## src/common/psw_pkg.sv

```systemverilog
// Package of constants and types for the status word and exception unit
`default_nettype none
package psw_pkg;
    localparam int          WORD_W        = 32;
    // Status word field positions
    localparam int          BIT_N         = 31;
    localparam int          BIT_Z         = 30;
    localparam int          BIT_C         = 29;
    localparam int          BIT_V         = 28;
    localparam int          BIT_I         = 7;
    localparam int          BIT_F         = 6;
    localparam int          BIT_T         = 5;
    localparam int          CTRL_W        = 8;
    // Mode encodings
    localparam logic [4:0]  MODE_USR      = 5'h10;
    localparam logic [4:0]  MODE_FIQ      = 5'h11;
    localparam logic [4:0]  MODE_IRQ      = 5'h12;
    localparam logic [4:0]  MODE_SVC      = 5'h13;
    localparam logic [4:0]  MODE_ABT      = 5'h17;
    localparam logic [4:0]  MODE_UND      = 5'h1B;
    localparam logic [4:0]  MODE_SYS      = 5'h1F;
    // Vector addresses
    localparam logic [31:0] VEC_RESET     = 32'h00000000;
    localparam logic [31:0] VEC_UND       = 32'h00000004;
    localparam logic [31:0] VEC_SWT       = 32'h00000008;
    localparam logic [31:0] VEC_PREFETCH_ABORT      = 32'h0000000C;
    localparam logic [31:0] VEC_DATA_ABORT      = 32'h00000010;
    localparam logic [31:0] VEC_IRQ       = 32'h00000018;
    localparam logic [31:0] VEC_FIQ       = 32'h0000001C;
    // Link offsets
    localparam logic [31:0] LINK_OFS2     = 32'h00000002;
    localparam logic [31:0] LINK_OFS4     = 32'h00000004;
    localparam logic [31:0] LINK_OFS8     = 32'h00000008;
    // Register port offsets
    localparam logic [3:0]  ADDR_CUR      = 4'h0;
    localparam logic [3:0]  ADDR_SAVED    = 4'h1;
    localparam logic [3:0]  ADDR_LINK     = 4'h2;
    localparam logic [3:0]  ADDR_PC       = 4'h3;
    localparam logic [3:0]  ADDR_RETURN   = 4'h4;
    // Reset status: supervisor, both masks set, full state
    localparam logic [31:0] CUR_RESET     = 32'h000000D3;
    localparam logic [31:0] ZERO_WORD     = 32'h00000000;
    // Saved-word bank slots
    localparam logic [2:0]  SLOT_FIQ      = 3'h0;
    localparam logic [2:0]  SLOT_IRQ      = 3'h1;
    localparam logic [2:0]  SLOT_SVC      = 3'h2;
    localparam logic [2:0]  SLOT_ABT      = 3'h3;
    localparam logic [2:0]  SLOT_UND      = 3'h4;
    localparam logic [2:0]  SLOT_NONE     = 3'h7;
    localparam int          SLOTS         = 5;

    typedef enum logic [2:0] {
        EXC_NONE, EXC_DATA_ABORT, EXC_FIQ, EXC_IRQ, EXC_PREFETCH_ABORT, EXC_UND, EXC_SWT, EXC_BL
    } psw_exc_type;
endpackage : psw_pkg
`default_nettype wire

```

## src/verilog/psw_bank_mem.sv

```systemverilog
// Small memory holding banked words, registered read
`default_nettype none
module psw_bank_mem #(
    parameter int DEPTH = 5,
    parameter int WIDTH = 32
) (
    input  wire logic             clk_i,
    input  wire logic             we_i,
    input  wire logic [2:0]       waddr_i,
    input  wire logic [WIDTH-1:0] wdata_i,
    input  wire logic [2:0]       raddr_i,
    output logic      [WIDTH-1:0] rdata_o
);
    logic [WIDTH-1:0] mem_ff [DEPTH];

    // No reset: banked contents are undefined until first written
    always_ff @(posedge clk_i) begin
        if (we_i && (int'(waddr_i) < DEPTH)) begin
            mem_ff[waddr_i] <= wdata_i;
        end
        if (int'(raddr_i) < DEPTH) begin
            rdata_o <= mem_ff[raddr_i];
        end else begin
            rdata_o <= '0;
        end
    end
endmodule : psw_bank_mem
`default_nettype wire

```

## src/verilog/psw_prio_sel.sv

```systemverilog
// Fixed priority selection among pending exceptions
`default_nettype none
module psw_prio_sel (
    input  wire logic                 data_abort_i,
    input  wire logic                 fiq_i,
    input  wire logic                 irq_i,
    input  wire logic                 prefetch_abort_i,
    input  wire logic                 und_i,
    input  wire logic                 swt_i,
    input  wire logic                 bl_i,
    output psw_pkg::psw_exc_type      sel_o
);
    assign sel_o = data_abort_i ? psw_pkg::EXC_DATA_ABORT :
                   fiq_i  ? psw_pkg::EXC_FIQ  :
                   irq_i  ? psw_pkg::EXC_IRQ  :
                   prefetch_abort_i ? psw_pkg::EXC_PREFETCH_ABORT :
                   und_i  ? psw_pkg::EXC_UND  :
                   swt_i  ? psw_pkg::EXC_SWT  :
                   bl_i   ? psw_pkg::EXC_BL   : psw_pkg::EXC_NONE;
endmodule : psw_prio_sel
`default_nettype wire

```

## src/verilog/psw_exc_unit.sv

```systemverilog
// Status word and exception entry/exit unit
// Notes on behaviour
// - compact low regs, SP/LR/PC map to 13-15
// - one current word, five saved words
// - low 8 bits writable only when privileged
// - state bit selects compact, driven on pin
// - mask bits block normal and fast interrupts
// - mode field encodings select operating mode
// - fast mode banks 8-14, others 13-14
// - flags updated by ALU, gate conditions
// - compact high regs via move/compare/add only
// - entry saves return address in banked link
// - entry copies current word to saved word
// - entry forces mode and vector fetch
// - entry may set interrupt masks
// - exception switches to full state
// - compact-state link adjusted, PC+2 traps
// - link PC+4, data abort PC+8
// - return restores state bit from saved word
// - supervisor link undefined after reset
// - fixed vector addresses per exception
// - fixed priority among simultaneous exceptions
`default_nettype none
module psw_exc_unit (
    // Clock and reset
    input  wire logic        CLK_I,
    input  wire logic        RST_I,
    // Register port
    input  wire logic [3:0]  ADDR_I,
    input  wire logic [31:0] WDATA_I,
    input  wire logic        WR_I,
    input  wire logic        RD_I,
    output logic      [31:0] RDATA_O,
    // Datapath side
    input  wire logic [31:0] PC_I,
    input  wire logic        FLAGS_WE_I,
    input  wire logic [3:0]  FLAGS_I,
    input  wire logic [3:0]  COND_I,
    input  wire logic        INSN_END_I,
    input  wire logic        BL_I,
    input  wire logic        SWT_I,
    input  wire logic        UND_I,
    input  wire logic        PREFETCH_ABORT_I,
    input  wire logic        HI_ACCESS_I,
    input  wire logic        HI_LEGAL_I,
    input  wire logic [3:0]  REG_SEL_I,
    // External sources (asynchronous pins)
    input  wire logic        FIQ_N_I,
    input  wire logic        IRQ_N_I,
    input  wire logic        DATA_ABORT_I,
    // Outputs
    output logic             COMPACT_STATE_O,
    output logic [4:0]       MODE_O,
    output logic             COND_PASS_O,
    output logic             HI_FAULT_O,
    output logic [5:0]       PHYS_REG_O,
    output logic             FETCH_REDIRECT_O,
    output logic [31:0]      FETCH_ADDR_O,
    output logic             LINK_WE_O,
    output logic [31:0]      LINK_DATA_O,
    output logic             BUSY_O
);
    typedef enum logic [1:0] {ST_IDLE, ST_SAVE, ST_FETCH} psw_state_type;

    logic [31:0]        cur_ff;
    logic [31:0]        nxt_cur;
    psw_state_type      st_ff;
    psw_state_type      nxt_st;
    psw_pkg::psw_exc_type exc_ff;
    logic [31:0]        pc_ff;
    logic               tstate_ff;
    logic [2:0]         rd_slot_ff;
    logic               rd_saved_ff;
    logic [1:0]         fiq_sync_ff;
    logic [1:0]         irq_sync_ff;
    logic [1:0]         data_abort_sync_ff;
    logic [31:0]        saved_rdata;
    psw_pkg::psw_exc_type sel;

    // Slot of the saved word for a mode; user and system have none
    function automatic logic [2:0] slot_of(input logic [4:0] m);
        if (m == psw_pkg::MODE_FIQ) return psw_pkg::SLOT_FIQ;
        else if (m == psw_pkg::MODE_IRQ) return psw_pkg::SLOT_IRQ;
        else if (m == psw_pkg::MODE_SVC) return psw_pkg::SLOT_SVC;
        else if (m == psw_pkg::MODE_ABT) return psw_pkg::SLOT_ABT;
        else if (m == psw_pkg::MODE_UND) return psw_pkg::SLOT_UND;
        else return psw_pkg::SLOT_NONE;
    endfunction : slot_of

    function automatic logic [4:0] mode_of(input psw_pkg::psw_exc_type e);
        case (e)
            psw_pkg::EXC_FIQ:  return psw_pkg::MODE_FIQ;
            psw_pkg::EXC_IRQ:  return psw_pkg::MODE_IRQ;
            psw_pkg::EXC_SWT:  return psw_pkg::MODE_SVC;
            psw_pkg::EXC_UND:  return psw_pkg::MODE_UND;
            default:           return psw_pkg::MODE_ABT;
        endcase
    endfunction : mode_of

    // Current mode field and privilege
    wire logic [4:0] cur_mode   = cur_ff[4:0];
    wire logic       privileged = (cur_mode != psw_pkg::MODE_USR);
    wire logic       cur_t      = cur_ff[psw_pkg::BIT_T];

    // Input synchronisers: first stage is read only by the second
    always_ff @(posedge CLK_I) begin
        if (RST_I) begin
            fiq_sync_ff  <= 2'h3;
            irq_sync_ff  <= 2'h3;
            data_abort_sync_ff <= 2'h0;
        end else begin
            fiq_sync_ff  <= {fiq_sync_ff[0], FIQ_N_I};
            irq_sync_ff  <= {irq_sync_ff[0], IRQ_N_I};
            data_abort_sync_ff <= {data_abort_sync_ff[0], DATA_ABORT_I};
        end
    end

    wire logic fiq_req  = !fiq_sync_ff[1] && !cur_ff[psw_pkg::BIT_F];
    wire logic irq_req  = !irq_sync_ff[1] && !cur_ff[psw_pkg::BIT_I];
    wire logic data_abort_req = data_abort_sync_ff[1];

    // Sources are only recognised in idle, at an instruction boundary
    wire logic take = (st_ff == ST_IDLE) && INSN_END_I;

    psw_prio_sel u_prio (
        .data_abort_i (take && data_abort_req),
        .fiq_i  (take && fiq_req),
        .irq_i  (take && irq_req),
        .prefetch_abort_i (take && PREFETCH_ABORT_I),
        .und_i  (take && UND_I),
        .swt_i  (take && SWT_I),
        .bl_i   (take && BL_I),
        .sel_o  (sel)
    );

    wire logic is_trap = (sel != psw_pkg::EXC_NONE) && (sel != psw_pkg::EXC_BL);

    // Link value per exception kind and entry state
    wire logic [31:0] link_ofs =
        (exc_ff == psw_pkg::EXC_DATA_ABORT) ? psw_pkg::LINK_OFS8 :
        ((exc_ff == psw_pkg::EXC_BL || exc_ff == psw_pkg::EXC_SWT ||
          exc_ff == psw_pkg::EXC_UND) && tstate_ff) ? psw_pkg::LINK_OFS2 :
        psw_pkg::LINK_OFS4;
    wire logic [31:0] link_val = pc_ff + link_ofs;

    wire logic [31:0] vector =
        (exc_ff == psw_pkg::EXC_DATA_ABORT) ? psw_pkg::VEC_DATA_ABORT :
        (exc_ff == psw_pkg::EXC_FIQ)  ? psw_pkg::VEC_FIQ  :
        (exc_ff == psw_pkg::EXC_IRQ)  ? psw_pkg::VEC_IRQ  :
        (exc_ff == psw_pkg::EXC_PREFETCH_ABORT) ? psw_pkg::VEC_PREFETCH_ABORT :
        (exc_ff == psw_pkg::EXC_UND)  ? psw_pkg::VEC_UND  :
        psw_pkg::VEC_SWT;

    // Register port decode
    wire logic wr_cur    = WR_I && (ADDR_I == psw_pkg::ADDR_CUR);
    wire logic wr_saved  = WR_I && (ADDR_I == psw_pkg::ADDR_SAVED);
    wire logic wr_return = WR_I && (ADDR_I == psw_pkg::ADDR_RETURN);
    wire logic [2:0] cur_slot = slot_of(cur_mode);
    wire logic entry_wr  = (st_ff == ST_SAVE);

    // Saved words: five, one per exception mode, shared by both states
    wire logic        sv_we    = entry_wr || (wr_saved && cur_slot != psw_pkg::SLOT_NONE);
    wire logic [2:0]  sv_waddr = entry_wr ? slot_of(mode_of(exc_ff)) : cur_slot;
    wire logic [31:0] sv_wdata = entry_wr ? cur_ff : WDATA_I;

    psw_bank_mem #(.DEPTH(psw_pkg::SLOTS), .WIDTH(psw_pkg::WORD_W)) u_saved (
        .clk_i   (CLK_I),
        .we_i    (sv_we),
        .waddr_i (sv_waddr),
        .wdata_i (sv_wdata),
        .raddr_i (cur_slot),
        .rdata_o (saved_rdata)
    );

    // Next current word
    always_comb begin
        nxt_cur = cur_ff;
        if (st_ff == ST_SAVE) begin
            nxt_cur[4:0] = mode_of(exc_ff);
            nxt_cur[psw_pkg::BIT_T] = 1'b0;
            nxt_cur[psw_pkg::BIT_I] = 1'b1;
            if (exc_ff == psw_pkg::EXC_FIQ) begin
                nxt_cur[psw_pkg::BIT_F] = 1'b1;
            end
        end else if (wr_return && cur_slot != psw_pkg::SLOT_NONE) begin
            nxt_cur = saved_rdata;
        end else begin
            if (FLAGS_WE_I) begin
                nxt_cur[31:28] = FLAGS_I;
            end
            if (wr_cur) begin
                nxt_cur[31:28] = WDATA_I[31:28];
                if (privileged) begin
                    nxt_cur[psw_pkg::CTRL_W-1:0] = WDATA_I[psw_pkg::CTRL_W-1:0];
                end
            end
        end
    end

    // Entry sequencer: capture, save, then fetch redirect
    always_comb begin
        nxt_st = st_ff;
        case (st_ff)
            ST_IDLE:  if (sel != psw_pkg::EXC_NONE) nxt_st = is_trap ? ST_SAVE : ST_IDLE;
            ST_SAVE:  nxt_st = ST_FETCH;
            default:  nxt_st = ST_IDLE;
        endcase
    end

    always_ff @(posedge CLK_I) begin
        if (RST_I) begin
            cur_ff  <= psw_pkg::CUR_RESET;
            st_ff   <= ST_IDLE;
            exc_ff  <= psw_pkg::EXC_NONE;
            pc_ff   <= psw_pkg::ZERO_WORD;
            tstate_ff <= 1'b0;
        end else begin
            cur_ff <= nxt_cur;
            st_ff  <= nxt_st;
            if (take && sel != psw_pkg::EXC_NONE) begin
                exc_ff    <= sel;
                pc_ff     <= PC_I;
                tstate_ff <= cur_t;
            end
        end
    end

    // Branch-with-link link write happens without a mode change
    wire logic bl_now = (st_ff == ST_IDLE) && take && (sel == psw_pkg::EXC_BL);
    wire logic [31:0] bl_link = PC_I + (cur_t ? psw_pkg::LINK_OFS2 : psw_pkg::LINK_OFS4);

    // Condition evaluation on flags
    wire logic fn = cur_ff[psw_pkg::BIT_N];
    wire logic fz = cur_ff[psw_pkg::BIT_Z];
    wire logic fc = cur_ff[psw_pkg::BIT_C];
    wire logic fv = cur_ff[psw_pkg::BIT_V];
    logic cond_raw;
    always_comb begin
        case (COND_I[3:1])
            3'h0:    cond_raw = fz;
            3'h1:    cond_raw = fc;
            3'h2:    cond_raw = fn;
            3'h3:    cond_raw = fv;
            3'h4:    cond_raw = fc && !fz;
            3'h5:    cond_raw = (fn == fv);
            3'h6:    cond_raw = !fz && (fn == fv);
            default: cond_raw = 1'b1;
        endcase
    end
    wire logic cond_ok = (COND_I == 4'hF) ? 1'b1 : (cond_raw ^ COND_I[0]);

    // Physical register index: banked per mode, shared low registers
    wire logic fiq_mode = (cur_mode == psw_pkg::MODE_FIQ);
    wire logic [5:0] phys =
        (REG_SEL_I < 4'h8 || REG_SEL_I == 4'hF) ? {2'h0, REG_SEL_I} :
        fiq_mode ? {3'h2, REG_SEL_I[2:0]} + 6'h0 :
        (REG_SEL_I < 4'hD || cur_slot == psw_pkg::SLOT_NONE) ? {2'h0, REG_SEL_I} :
        {1'b1, cur_slot, REG_SEL_I[1:0]};

    // Registered outputs
    always_ff @(posedge CLK_I) begin
        if (RST_I) begin
            COMPACT_STATE_O  <= 1'b0;
            MODE_O           <= psw_pkg::MODE_SVC;
            COND_PASS_O      <= 1'b0;
            HI_FAULT_O       <= 1'b0;
            PHYS_REG_O       <= '0;
            FETCH_REDIRECT_O <= 1'b1;
            FETCH_ADDR_O     <= psw_pkg::VEC_RESET;
            LINK_WE_O        <= 1'b0;
            LINK_DATA_O      <= psw_pkg::ZERO_WORD;
            BUSY_O           <= 1'b0;
            RDATA_O          <= psw_pkg::ZERO_WORD;
            rd_saved_ff      <= 1'b0;
            rd_slot_ff       <= psw_pkg::SLOT_NONE;
        end else begin
            COMPACT_STATE_O  <= nxt_cur[psw_pkg::BIT_T];
            MODE_O           <= nxt_cur[4:0];
            COND_PASS_O      <= cur_t ? (COND_I == 4'hE || cond_ok) : cond_ok;
            HI_FAULT_O       <= cur_t && HI_ACCESS_I && !HI_LEGAL_I;
            PHYS_REG_O       <= phys;
            FETCH_REDIRECT_O <= (st_ff == ST_SAVE);
            FETCH_ADDR_O     <= (st_ff == ST_SAVE) ? vector : FETCH_ADDR_O;
            LINK_WE_O        <= (st_ff == ST_SAVE) || bl_now;
            LINK_DATA_O      <= (st_ff == ST_SAVE) ? link_val : bl_now ? bl_link : LINK_DATA_O;
            BUSY_O           <= (nxt_st != ST_IDLE);
            rd_saved_ff      <= RD_I && (ADDR_I == psw_pkg::ADDR_SAVED);
            rd_slot_ff       <= cur_slot;
            if (RD_I && ADDR_I == psw_pkg::ADDR_CUR) begin
                RDATA_O <= cur_ff;
            end else if (RD_I && ADDR_I == psw_pkg::ADDR_LINK) begin
                RDATA_O <= LINK_DATA_O;
            end else if (RD_I && ADDR_I == psw_pkg::ADDR_PC) begin
                RDATA_O <= FETCH_ADDR_O;
            end else begin
                RDATA_O <= psw_pkg::ZERO_WORD;
            end
        end
    end
endmodule : psw_exc_unit
`default_nettype wire

```

## config.mk

```make
export PLATFORM = sky130hd
export DESIGN_NAME = psw_exc_unit
export DESIGN_NICKNAME = d
export VERILOG_FILES = /design/src/common/psw_pkg.sv /design/src/verilog/psw_bank_mem.sv /design/src/verilog/psw_prio_sel.sv /design/src/verilog/psw_exc_unit.sv
export SDC_FILE = /design/constraint.sdc
export NUM_CORES = 1
export LEC_CHECK = 0
export ABC_AREA = 1
export BUFFER_PORTS_ARGS = -buffer_cell sky130_fd_sc_hd__buf_2
export CELL_PAD_IN_SITES_DETAIL_PLACEMENT = 2
export CELL_PAD_IN_SITES_GLOBAL_PLACEMENT = 2
export CORE_UTILIZATION = 34
export CTS_CLUSTER_SIZE = 16
export DETAILED_ROUTE_END_ITERATION = 6
export GPL_ROUTABILITY_DRIVEN = 1
export GPL_TIMING_DRIVEN = 0
export PLACE_DENSITY_LB_ADDON = 0.1
export SLEW_MARGIN = 20
export SYNTH_ARGS = -nofsm -noshare
export SYNTH_HDL_FRONTEND = slang
export SYNTH_SLANG_ARGS = --single-unit
```

## constraint.sdc

```tcl
create_clock -name CLK_I -period 5.2 [get_ports CLK_I]
set_clock_uncertainty 0.2 [all_clocks]
set_input_delay 0.52 -clock CLK_I [delete_from_list [all_inputs] [get_ports CLK_I]]
set_output_delay 0.52 -clock CLK_I [all_outputs]
set_load 0.02 [all_outputs]
```

# Word-level counts from Yosys, hierarchy flattened

Memory sizes are Yosys's and may differ from the RTL's. A register that Yosys moved wholly into a read port is not among the register bits.
Cells that the tools add are included.

Add/subtract/negate cells: 2
Multipliers: 0
Div/mod/pow operators: 0
Magnitude comparators: 4
Equal/unequal tests: 38
Shifts and indexed selects: 0
Multiplexer cells: 52
Bitwise operators: 2
Reduce and logical (&&, ||, !) cells: 60

Operators with widths:

| cell                                                                  | number |
|---|---|
| 32-bit two-way mux                                                    | 6 |
| 3-bit two-way mux                                                     | 18 |
| 5-bit equality test, second input constant                            | 10 |
| 32-bit by 3-bit adder with 32-bit output                              | 1 |
| 32-bit by 4-bit adder with 32-bit output                              | 1 |
| 1-bit logical AND                                                     | 28 |
| 4-bit two-way mux                                                     | 7 |
| 3-bit equality test, second input constant                            | 9 |
| 8-bit two-way mux                                                     | 3 |
| 5-bit two-way mux                                                     | 4 |
| 4-bit one-hot mux with 4 select lines                                 | 1 |
| 3-bit by 2-bit equality test with 1-bit output, second input constant | 4 |
| 4-bit equality test, second input constant                            | 3 |
| 3-bit nonzero test                                                    | 4 |
| 4-bit by 2-bit equality test with 1-bit output, second input constant | 2 |
| 4-bit < comparator, second input constant                             | 2 |
| 2-bit nonzero test                                                    | 4 |
| 1-bit zero test                                                       | 7 |
| 1-bit logical OR                                                      | 7 |
| 7-bit two-way mux                                                     | 1 |
| 1-bit one-hot mux with 7 select lines                                 | 1 |
| 3-bit by 1-bit equality test with 1-bit output, second input constant | 2 |
| 3-bit < comparator, second input constant                             | 2 |
| 1-bit two-way mux                                                     | 6 |
| other kinds (19)                                                      | 25 |

Flip-flop bits (word level): 189
Latch bits: 0
Bits in writable memories: 160
ROM bits: 0
Bits of input ports: 95
Output and inout port bits: 113
Word-level logic and storage cells: 184
Memories kept: 1

Memories:

| name           | words | width | read ports | clocked after memory_dff | wr ports | line               | text |
|---|---|---|---|---|---|---|---|
| u_saved.mem_ff | 5     | 32    | 1          | 1                        | 1        | psw_bank_mem.sv:14 | `logic [WIDTH-1:0] mem_ff [DEPTH];` |

# Longest topological paths before layout

Gate-level depths: netlist of run 1.

Word-level depth: 16
Gate-level depth with buffers: 18

# Hierarchy

From an unflattened synthesis of run 1, not the netlist that was laid out.

Cell total of the unflattened synthesis: 1959
Area total of the unflattened synthesis: 15894.0 um2

Modules (own cells, without submodules):

| module       | instances | cells each | area each (um2) |
|---|---|---|---|
| psw_exc_unit | 1         | 1416       | 8897.3 |
| psw_bank_mem | 1         | 525        | 6914.1 |
| psw_prio_sel | 1         | 18         | 82.6 |

# Worst setup path before layout of run 1

OpenSTA, ideal clock, no wires.

Kind: register -> register
Start: register cur_ff[3]
End: memory u_saved.mem_ff[0][0], enable pin
Arrival time: 3.472 ns
Setup slack: 1.067 ns
Stages on the path, launching flop included: 9
Path buffers: 1
Period minus slack after synthesis: 4.133 ns
Cell sequence: dfxtp_1 -> inv_1 -> nand3_1 -> nor2_1 -> nand2_2 -> nand2_2 -> buf_2 -> o21ai_0 -> nor3_1

Cells in the longest elaborated chain, start to end: 12

RTL lines:

| element                                                    | line                | text |
|---|---|---|
| start, declared                                            | psw_exc_unit.sv:65  | `logic [31:0] cur_ff;` |
| start signal, assigned                                     | psw_exc_unit.sv:212 | `cur_ff <= psw_pkg::CUR_RESET;` |
| start signal, assigned                                     | psw_exc_unit.sv:218 | `cur_ff <= nxt_cur;` |
| 5-bit equality test                                        | psw_exc_unit.sv:86  | `else if (m == psw_pkg::MODE_UND) return psw_pkg::SLOT_UND;` |
| 2-bit two-way mux                                          | psw_exc_unit.sv:86  |  |
| 3-bit two-way mux                                          | psw_exc_unit.sv:85  | `else if (m == psw_pkg::MODE_ABT) return psw_pkg::SLOT_ABT;` |
| 3-bit two-way mux                                          | psw_exc_unit.sv:84  | `else if (m == psw_pkg::MODE_SVC) return psw_pkg::SLOT_SVC;` |
| 3-bit two-way mux                                          | psw_exc_unit.sv:83  | `else if (m == psw_pkg::MODE_IRQ) return psw_pkg::SLOT_IRQ;` |
| 3-bit two-way mux *                                        | psw_exc_unit.sv:82  | `if (m == psw_pkg::MODE_FIQ) return psw_pkg::SLOT_FIQ;` |
| branches (longest 6 deep; another with 3-bit < comparator) | -                   |  |
| end, declared                                              | psw_bank_mem.sv:14  |  |

Every way passes the cells marked *.

# Final worst setup path of run 1

Start: register st_ff[0]
End: memory u_saved.mem_ff[2][19], enable pin

Cells in the longest elaborated chain, start to end: 6

RTL lines:

| element                                          | line                | text |
|---|---|---|
| start, declared                                  | psw_exc_unit.sv:67  | `psw_state_type st_ff;` |
| start signal, assigned                           | psw_exc_unit.sv:219 | `st_ff <= nxt_st;` |
| 2-bit by 1-bit equality test with 1-bit output * | psw_exc_unit.sv:159 | `wire logic entry_wr = (st_ff == ST_SAVE);` |
| 3-bit two-way mux                                | psw_exc_unit.sv:163 | `wire logic [2:0] sv_waddr = entry_wr ? slot_of(mode_of(exc_ff)) : cur_slot;` |
| 3-bit < comparator                               | psw_bank_mem.sv:18  | `if (we_i && (int'(waddr_i) < DEPTH)) begin` |
| 1-bit logical AND                                | psw_bank_mem.sv:18  |  |
| 1-bit two-way mux                                | psw_bank_mem.sv:18  |  |
| 1-bit two-way mux (implied by the code)          | psw_bank_mem.sv:19  | `mem_ff[waddr_i] <= wdata_i;` |

Every way passes the cells marked *; elsewhere a longest branch is shown, timed or not.

==> results.md, run 1 <==
* Status: complete, but fails checks
* Violations in the final reports: DRC
* Total number of nets in the final design at 2390
* Row Count at 79
* Pin count of the biggest net entering global routing at 21
* Series of cell instances along the critical path: inv_2, nor2_1, clkbuf_1, a21oi_1, nor3_2, buf_4, buf_6, buf_6
* Area of the core at 0.0469 mm²
* Tot GR Track Use at 0.282
* Startpoint of the worst register-to-register path: st_ff[0]
* Vias in the first global route at 16314
* Relative slew slack at 0.306
* Data arrival time of the critical path at 3.87 ns
* Transition time of the tightest slew-check pin at 1.04 ns
* Reg-to-reg slack, setup at 1.41 ns
* Dominant cells by area after synthesis: edfxtp_1 30%, dfxtp_1 23%, nand2_1 11%
* Instance area after placement at 0.0182 mm²
* Largest incremental delay on the critical path at 0.73 ns
* GR Overflow Total at 0
* Number of pins with negative max-slew slack in the final report at 0
* Count of vias placed by the detailed router at 14947
* Clock latency at the later pin of the worst-skew pair at 0.57 ns
* Drt initial violations at 734
* Die Ht at 221 µm
* Total power divided by cell area at 470 mW/mm²
* Power after layout at 9.21 mW
* Minimum clock period at 3.79 ns
* CTS HTree Levels at 2
* TritonCTS Buffers at 40
* Critical Path Source Type: flop
* CTS clock-pin slew for the worst setup and hold paths at 0.06 ns
* Die Wd at 221 µm
* Wire length per cell at 23.1 µm
* Most frequent cells in the layout: 460 x nand2_1, 255 x nor2_1, 223 x inv_1
* Synth unique cells at 40
* Proportion of netlist area held by the largest area contributor at 0.296
* Launch instance of the worst min-delay path: REG_SEL_I[3]
* Number of sinks on the clock net at 346
* Starting density of the core at 0.347
* Critical path's slowest cell: clkbuf_1
* Highest attainable clock frequency at 0.264 GHz
* Buffers inserted by post-CTS timing repair at 0
* Final period utilization at 0.729
* Total count of hold-check failures in the final report at 0
* Total wirelength of the detailed-routed design at 67500 µm
* Setup violators final at 0
* Per-cell via count in the routed design at 5.11
* Syn Inst Count at 2018
* Total of max-cap violations at 0
* Maximum VDD drop at 0.202 mV
* Worst Hold Path Cells at 3
* Sequential element share of the synthesized area at 0.525
* Critical path data required time at 5.28 ns
* Post-detailed-route DRC marker count at 8
* Setup repair after global routing missed its margin: false
* Number of nets with antenna violations after routing at 0
* Clock tree from TritonCTS: done
* Routability Congestion at 0.874
* Worst setup path category: flop to flop
* Area growth from synthesis to layout at 20.6%
* Root Buffer Master: clkbuf_16
* Antenna violations before repair at 3
* Synth area leader: edfxtp_1
* Post-synthesis sequential element count at 346
* Sum of net half-perimeters after detailed placement at 52400 µm
* Depth of the worst register-to-register path at 8
* Mapped cell area at 0.0162 mm²
* Synth warn at 0
* Die Footprint at 0.0486 mm²
* Class of the most critical hold timing path: input port to flop
* Commonest non-fill, non-tap cell in the layout: nand2_1
* Hold Slack at 0.0405 ns
* Number of buffers on the longest clock path at 3
* Port Buffers at 178
* Number of optimization iterations in the first detailed-route pass at 7
* Post-Layout Inst Area at 0.0196 mm²
* Leak at 8.58 nW
* Core utilization of the finished layout at 0.418
* Global-route wire length before repair at 101000 µm
* Post-route setup TNS at 0 ns
* Average size of a mapped cell at 8.05 µm²
* Hold endpoint: PHYS_REG_O[4]
* Fraction of layout instances using a drive strength above 1 at 0.152
* Worst path most repeated cell: buf_6
* Endpoint type of the worst setup path: flop
* R2R Path End: u_saved.mem_ff[2][19]
* Maximum fanout along the worst path at 10
* I/O pins at 208
worst max path at each step:
stage	cells past startpoint	slack (ns)	to	from
finish	8	1.41	u_saved.mem_ff[2][19]	st_ff[0]
global route	8	1.28	u_saved.mem_ff[2][19]	st_ff[0]
CTS	8	1.37	u_saved.mem_ff[2][19]	st_ff[0]
detailed placement	8	1.42	u_saved.mem_ff[2][19]	st_ff[0]
global placement	5	-1.71	u_saved.mem_ff[0][16]	st_ff[0]
floorplan	8	1.07	u_saved.mem_ff[0][0]	cur_ff[3]
metal layers:
metal | up-vias | track usage | wire length [µm]
met2 | 281 | 0.530 | 35600
met5 | - | 0 | 0
met4 | 0 | 0.0858 | 1980
li1 | 7081 | - | -
met1 | 7482 | 0.335 | 27700
met3 | 103 | 0.0300 | 2240
cell families after synthesis:
| kind of cell | synth area share |
|---|---|
| AOI/OAI and AO/OA | 0.123 |
| adders and majority gates | 0.00632 |
| buffers and inverters | 0.0956 |
| and+or+nand+nor | 0.244 |
| other | 0.000231 |
| DFF | 0.525 |
| xor gates and xnor gates | 0.00647 |
Yosys cell counts, drive strengths merged:
library cell  number
a21o               2
a21oi             77
o21a              32
buf               79
ha                 5
dfxtp            186
o32ai              1
nor3              46
clkbuf            45
o21bai             4
a32o               1
nand3b            31
nor2             260
nor3b              1
edfxtp           160
nand3            116
nand4             10
fa                 2
inv              228
clkinv             1
o22ai              1
xnor2              7
o221ai             1
nand2            469
conb               1
o21ai            208
or2                6
xor2               5
o211ai            33
stage by stage:
step | setup slack (ns) | cells
finish | 1.41 | 2927
global route | 1.28 | 2926
CTS | 1.37 | 2926
detailed placement | 1.42 | 2846
global placement | -1.71 | 2831
floorplan | 1.07 | 2046
worst max-delay path: cells and delay by family, from the launching register on:
kind | cells | cell delay, ns
flip-flops | 1 | 0.36
AND/OR/NAND/NOR | 2 | 1.18
AO/OA/AOI/OAI | 1 | 0.33
buffers and inverters | 5 | 1.45
final cells by class:
type	instances	area, µm²
Clock inverter	12	174
Inverter	229	865
Multi-Input combinational cell	1347	6290
Sequential cell	346	8530
Tap cell	607	759
Antenna cell	1	2.50
Buffer	124	688
Fill cell	5413	27300
Clock buffer	61	1150
Timing Repair Buffer	200	1120
sequential cells by signal, indices dropped and copies added (netlist names):
signal              count
st_ff                   2
cur_ff                 32
LINK_WE_O               1
LINK_DATA_O            32
irq_sync_ff             2
u_saved.mem_ff        160
FETCH_ADDR_O            3
fiq_sync_ff             2
exc_ff                  3
COND_PASS_O             1
data_abort_sync_ff      2
pc_ff                  32
RDATA_O                32
PHYS_REG_O              6
u_saved.rdata_o        32
BUSY_O                  1
tstate_ff               1
FETCH_REDIRECT_O        1
HI_FAULT_O              1
power by group:
part	switching [mW]	internal (mW)
logic	1.94	0.793
clock network	1.16	1.73
registers	0.274	3.31
repair_timing:
item | in CTS | in global routing
endpoints found under the hold margin | 7 | 0
hold buffers | 7 | 0
gates resized for setup | 0 | 0
(Power assumes the default switching activity.)
==> run 2, diff against run 1 <==
ABC_AREA = 0   (was 1)
CORE_UTILIZATION = 37   (was 34)
clock period = 3.7 ns   (was 5.2 ns; I/O delays follow)
==> results.md, run 2 <==
* Status: completed
* Global-route wire length before repair at 85100 µm
* CTS clock-pin slew for the worst setup and hold paths at 0.06 ns
* Total number of nets in the final design at 1786
* Synth area leader: edfxtp_1
* Setup violators final at 0
* Minimum clock period at 3.50 ns
* Post-detailed-route DRC marker count at 0
* Maximum VDD drop at 0.289 mV
* Drt initial violations at 663
* Sum of buffers and inverters on the critical path at 3
* Post-route setup TNS at 0 ns
* GR Overflow Total at 0
* Synth warn at 0
* Transition time of the tightest slew-check pin at 1.07 ns
* Routability Congestion at 0.859
* Clock latency at the later pin of the worst-skew pair at 0.57 ns
* Number of sinks on the clock net at 346
* Most frequent cells in the layout: 200 x nand2_1, 189 x buf_2, 186 x dfxtp_1
* Port Buffers at 176
* CTS HTree Levels at 2
* Simple-gate portion of the synthesized area at 0.146
* Critical path data required time at 3.71 ns
* Instance area after placement at 0.0165 mm²
* Die Ht at 201 µm
* Post-synthesis sequential element count at 346
* Maximum fanout along the worst path at 10
* Relative slew slack at 0.284
* Clock tree from TritonCTS: done
* Most frequently used flop master after synthesis: dfxtp_1
* Number of enable flip-flop cells after synthesis at 160
* Fraction of layout instances using a drive strength above 1 at 0.193
* Proportion of netlist area held by the largest area contributor at 0.327
* Mux cell area share after synthesis at 0.0897
* Tot GR Track Use at 0.282
* Largest incremental delay on the critical path at 0.63 ns
* Setup slack after layout at 0.196 ns
* Worst setup path category: flop to flop
* Highest attainable clock frequency at 0.285 GHz
* Worst setup slack after placement at -0.558 ns
* Starting density of the core at 0.378
* Share of synthesized registers carrying an async set or reset at 0
* Main combinational cell family by area after synthesis: simple AND/OR/NAND/NOR gates
* Area share of xor/xnor cells in the synthesized design at 0.0346
* Critical path's slowest cell: clkdlybuf4s15_2
* Number of buffers on the longest clock path at 3
* Row Count at 72
* Die Wd at 201 µm
* I/O pins at 208
* Post-Synth Adder-Cell Area at 0.00766
* Vias in the first global route at 13268
* Area growth from synthesis to layout at 26.1%
* Total count of hold-check failures in the final report at 0
* Largest register by flop count: u_saved.mem_ff
* Total wirelength of the detailed-routed design at 57000 µm
* Root Buffer Master: clkbuf_16
* Total of max-cap violations at 0
* Pin count of the biggest net entering global routing at 18
* Share of the synthesized area in compound gates (AO/OA/AOI/OAI) at 0.0976
* Data arrival time of the critical path at 3.51 ns
* Average size of a mapped cell at 10.7 µm²
* Post-Layout Inst Area at 0.0185 mm²
* TritonCTS Buffers at 40
* Synth unique cells at 63
* Sequential element share of the synthesized area at 0.580
* Count of vias placed by the detailed router at 11935
* Per-cell via count in the routed design at 5.34
* Die Footprint at 0.0405 mm²
* Setup repair after global routing missed its margin: false
* Total inserted antenna cells at 0
* Leak at 7.67 nW
* Syn Inst Count at 1369
* Number of optimization iterations in the first detailed-route pass at 5
* Endpoint type of the worst setup path: flop
* Total power divided by cell area at 534 mW/mm²
* Most repeated cell in the gate-level netlist after synthesis: nand2_1
* Number of nets with antenna violations after routing at 0
* Commonest non-fill, non-tap cell in the layout: nand2_1
* Mapped cell area at 0.0147 mm²
* Wire length per cell at 25.5 µm
* Kind of cell with the highest combined delay on the critical path: buffers and inverters
* Number of pins with negative max-slew slack in the final report at 0
* Sum of net half-perimeters after detailed placement at 40000 µm
* Final period utilization at 0.947
* Area of the core at 0.0389 mm²
* Class of the most critical hold timing path: input port to flop
* Top post-synthesis cells by count: 200 x nand2_1, 186 x dfxtp_1, 160 x edfxtp_1, 126 x mux2i_1, 119 x nor2_1
* Max reg flops at 160
* Critical Path Source Type: flop
* Antenna violations before repair at 1
* Dominant cells by area after synthesis: edfxtp_1 33%, dfxtp_1 25%, mux2i_1 8.6%
* Series of cell instances along the critical path: nand2b_1, clkbuf_1, clkdlybuf4s15_2, buf_1, o21ai_0
[run 2: cell count changes after synthesis, moves of 48 or more]
cell and change:
nand2_1 -260, mux2i_1 +126, nand3_1 -90, inv_1 -205, nor2_1 -138, o21ai_0 -140
o22ai_1 +48
[run 2: area by class of cell]
cell class                      count  area (µm²)
Buffer                            110         579
Fill cell                        4049       20400
Inverter                           18        67.6
Sequential cell                   346        8530
Timing Repair Buffer              245        1680
Multi-Input combinational cell    923        5700
Tap cell                          518         648
Clock buffer                       55        1150
Clock inverter                     19         175
[run 2: power by group]
group          total, mW  internal (mW)  switching, mW
Sequential          4.45           4.28          0.169
Clock               3.98           2.33           1.65
Combinational       1.47          0.543          0.930
[run 2: final timing paths]
check,from,endpoint,slack (ns),cells after the start
setup / recovery,st_ff[1],u_saved.mem_ff[1][0],0.20,5
setup reg to reg,st_ff[1],u_saved.mem_ff[1][0],0.20,5
hold reg to reg,fiq_sync_ff[0],fiq_sync_ff[1],0.21,1
hold / removal,RD_I,RDATA_O[3],0.02,3
[run 2: repair_timing]
item,in CTS,in global routing
setup endpoints to repair,80,40
setup buffers,3,3
gates resized for setup,7,4
endpoints found under the hold margin,91,0
pin swaps,4,3
hold buffers,57,0
[run 2: cell families after synthesis]
group | Yosys count
compound gates | 227
xor+xnor | 58
fa+ha+maj | 8
buf+inv | 128
flops | 346
mux | 131
other cells | 1
simple gates | 470
[run 2: through the flow]
step	std cells	hold slack (ns)	total power [mW]	utilization
2_1_floorplan	1397	0.189	5.31	-
3_3_place_gp	2091	0.196	5.83	0.420
3_5_place_dp	2097	0.198	5.91	0.424
4_1_cts	2231	0.00653	9.95	0.475
5_1_grt	2234	0.0441	10.2	0.476
6_report	2234	0.0214	9.90	0.476
[run 2: tightest hold or removal path, stage by stage]
cell and delay, ns:
buf_2 0.10, nand3b_1 0.20, nor2_1 0.07
[run 2: per-layer routing]
layer  up-vias  global-route usage  wire length (µm)
li1       5449                   -                 -
met1      6078               0.357             24800
met2       329               0.493             28100
met3        79              0.0442              2710
met4         0              0.0901              1370
met5         -                   0                 0
==> run 3, diff against run 2 <==
CORE_MARGIN = 2   (was unset)
==> results.md, run 3 (synthesis results as in run 2) <==
* TritonCTS Buffers at 39
* Die Wd at 203 µm
* Status: completed
* Pin count of the biggest net entering global routing at 19
* Clock tree from TritonCTS: done
* Max reg flops at 160
* Fraction of layout instances using a drive strength above 1 at 0.192
* Antenna violations before repair at 1
* Critical Path Source Type: flop
* Internal power of the cells at 7.13 mW
* Minimum clock period at 3.54 ns
* Relative slew slack at 0.313
* Total wirelength of the detailed-routed design at 56300 µm
* Setup slack after layout at 0.161 ns
* Leak at 7.58 nW
* Total of max-cap violations at 0
* Maximum VDD drop at 0.291 mV
* Sum of buffers and inverters on the critical path at 4
* Clock latency at the later pin of the worst-skew pair at 0.54 ns
* Net switching power at 2.71 mW
* Tot GR Track Use at 0.271
* Combinational group share of total power at 0.149
* CTS clock-pin slew for the worst setup and hold paths at 0.06 ns
* Post-detailed-route DRC marker count at 0
* Number of optimization iterations in the first detailed-route pass at 7
* Transition time of the tightest slew-check pin at 1.03 ns
* Total count of hold-check failures in the final report at 0
* Starting density of the core at 0.378
* Worst Hold Path Cells at 4
* Area of combinational cells with multiple inputs at 0.00570 mm²
* Core utilization of the finished layout at 0.472
* Global-route wire length before repair at 83000 µm
* Port Buffers at 176
* Launch instance of the worst min-delay path: WDATA_I[7]
* Filler Cell Count at 4086
* Wire length per cell at 25.4 µm
* Count of vias placed by the detailed router at 11947
* Critical path's slowest cell: clkbuf_1
* Root Buffer Master: clkbuf_16
* Reg-to-reg slack, setup at 0.16 ns
* Setup violators final at 0
* Die Footprint at 0.0413 mm²
* Kind of cell with the highest combined delay on the critical path: buffers and inverters
* Total number of nets in the final design at 1775
* Vias in the first global route at 12794
* Routability Congestion at 0.832
* Setup repair after global routing missed its margin: false
* Area of the core at 0.0389 mm²
* Number of pins with negative max-slew slack in the final report at 0
* Worst setup path category: flop to flop
* Final period utilization at 0.956
* Die Ht at 203 µm
* CTS HTree Levels at 2
* Switching share of total power at 0.275
* Largest incremental delay on the critical path at 0.59 ns
* R2R Path End: u_saved.mem_ff[2][27]
* Startpoint of the worst register-to-register path: st_ff[1]
* Class of the most critical hold timing path: input port to flop
* Commonest non-fill, non-tap cell in the layout: nand2_1
* Endpoint type of the worst setup path: flop
* Sum of net half-perimeters after detailed placement at 40400 µm
* Per-cell via count in the routed design at 5.38
* Number of buffers on the longest clock path at 3
* Depth of the worst register-to-register path at 8
* Critical path data required time at 3.74 ns
* Number of nets with antenna violations after routing at 0
* Sequential cell area at 0.00853 mm²
* Hold Slack at 0.00249 ns
* Clock power frac at 0.399
* Total power divided by cell area at 536 mW/mm²
* Largest register by flop count: u_saved.mem_ff
* I/O pins at 208
* Data arrival time of the critical path at 3.58 ns
* Row Count at 72
* Maximum fanout along the worst path at 16
* GR Overflow Total at 0
* Series of cell instances along the critical path: nand2b_1, clkbuf_1, buf_1, nand2_1, o21a_1, nor2_4, buf_16, buf_8
* Hold endpoint: cur_ff[7]
* Highest attainable clock frequency at 0.283 GHz
* Number of sinks on the clock net at 346
* Most frequent cells in the layout: 200 x nand2_1, 189 x buf_2, 186 x dfxtp_1
* Area growth from synthesis to layout at 25.0%
* Drt initial violations at 704
* Worst setup slack after placement at -0.313 ns
* Share of total power in sequential cells at 0.452
-- run 3: cell types whose count changed in the layout (fill, tap and decap cells not counted), sizes merged --
cell | previous run | this run
dlygate4sd3 | 57 | 47
clkinv | 17 | 9
clkinvlp | 0 | 3
clkbuf | 103 | 101
diode | 0 | 1
inv | 18 | 20
clkdlybuf4s15 | 1 | 0
bufinv | 2 | 4
-- run 3: layout make-up --
class,instances,share of cell area
diodes,1,0.000136
plain buffers,110,0.0312
clock buffers,52,0.0580
clock inverters,18,0.0116
inverters,18,0.00368
multi-input cells,923,0.311
flip-flops and latches,346,0.464
well taps,518,0.0353
repair buffers,235,0.0852
-- run 3: tightest hold or removal path, cell delays in order --
cell     delay [ns]
buf_2          0.10
nand2_1        0.05
nand2_1        0.06
a221o_1        0.11
-- run 3: repair_timing --
action,4_1_cts,5_1_grt
resized for setup,3,11
setup buffers,1,3
hold buffers,47,0
endpoints found under the setup margin,35,95
pin swaps,1,3
endpoints found under the hold margin,46,0
-- run 3: worst max-delay path by stage --
stage,from,cells after the start,slack [ns],to
floorplan,cur_ff[3],8,0.27,u_saved.mem_ff[2][0]
global placement,st_ff[1],6,-1.88,u_saved.mem_ff[2][20]
detailed placement,st_ff[0],7,-0.31,u_saved.mem_ff[4][21]
CTS,st_ff[0],7,0.02,u_saved.mem_ff[4][22]
global route,exc_ff[1],13,0.02,LINK_DATA_O[26]
finish,st_ff[1],8,0.16,u_saved.mem_ff[2][27]
-- run 3: per-stage QoR --
| step | cells | cell area [µm²] | power, mW | setup TNS, ns |
|---|---|---|---|---|
| global route | 2220 | 18400 | 10.2 | 0 |
| CTS | 2217 | 18300 | 9.89 | 0 |
| detailed placement | 2099 | 16500 | 5.92 | -7.88 |
| floorplan | 1397 | 14800 | 5.31 | 0 |
| global placement | 2091 | 16300 | 5.83 | -275.35 |
| finish | 2221 | 18400 | 9.84 | 0 |
-- run 3: metal layers --
layer	routed length [µm]	global-route usage	share of wire
met5	0	0	0
met2	27600	0.470	0.49
met3	2630	0.0270	0.047
met4	1580	0.0761	0.028
met1	24500	0.359	0.43
-- run 3: power groups by stage --
stage                     clock, mW  sequential [mW]  combinational, mW
after detailed placement          0             4.53               1.40
after floorplan                   0             4.49              0.822
after global routing           4.13             4.47               1.58
after CTS                      3.98             4.45               1.45
final                          3.92             4.45               1.47
after global placement            0             4.52               1.32
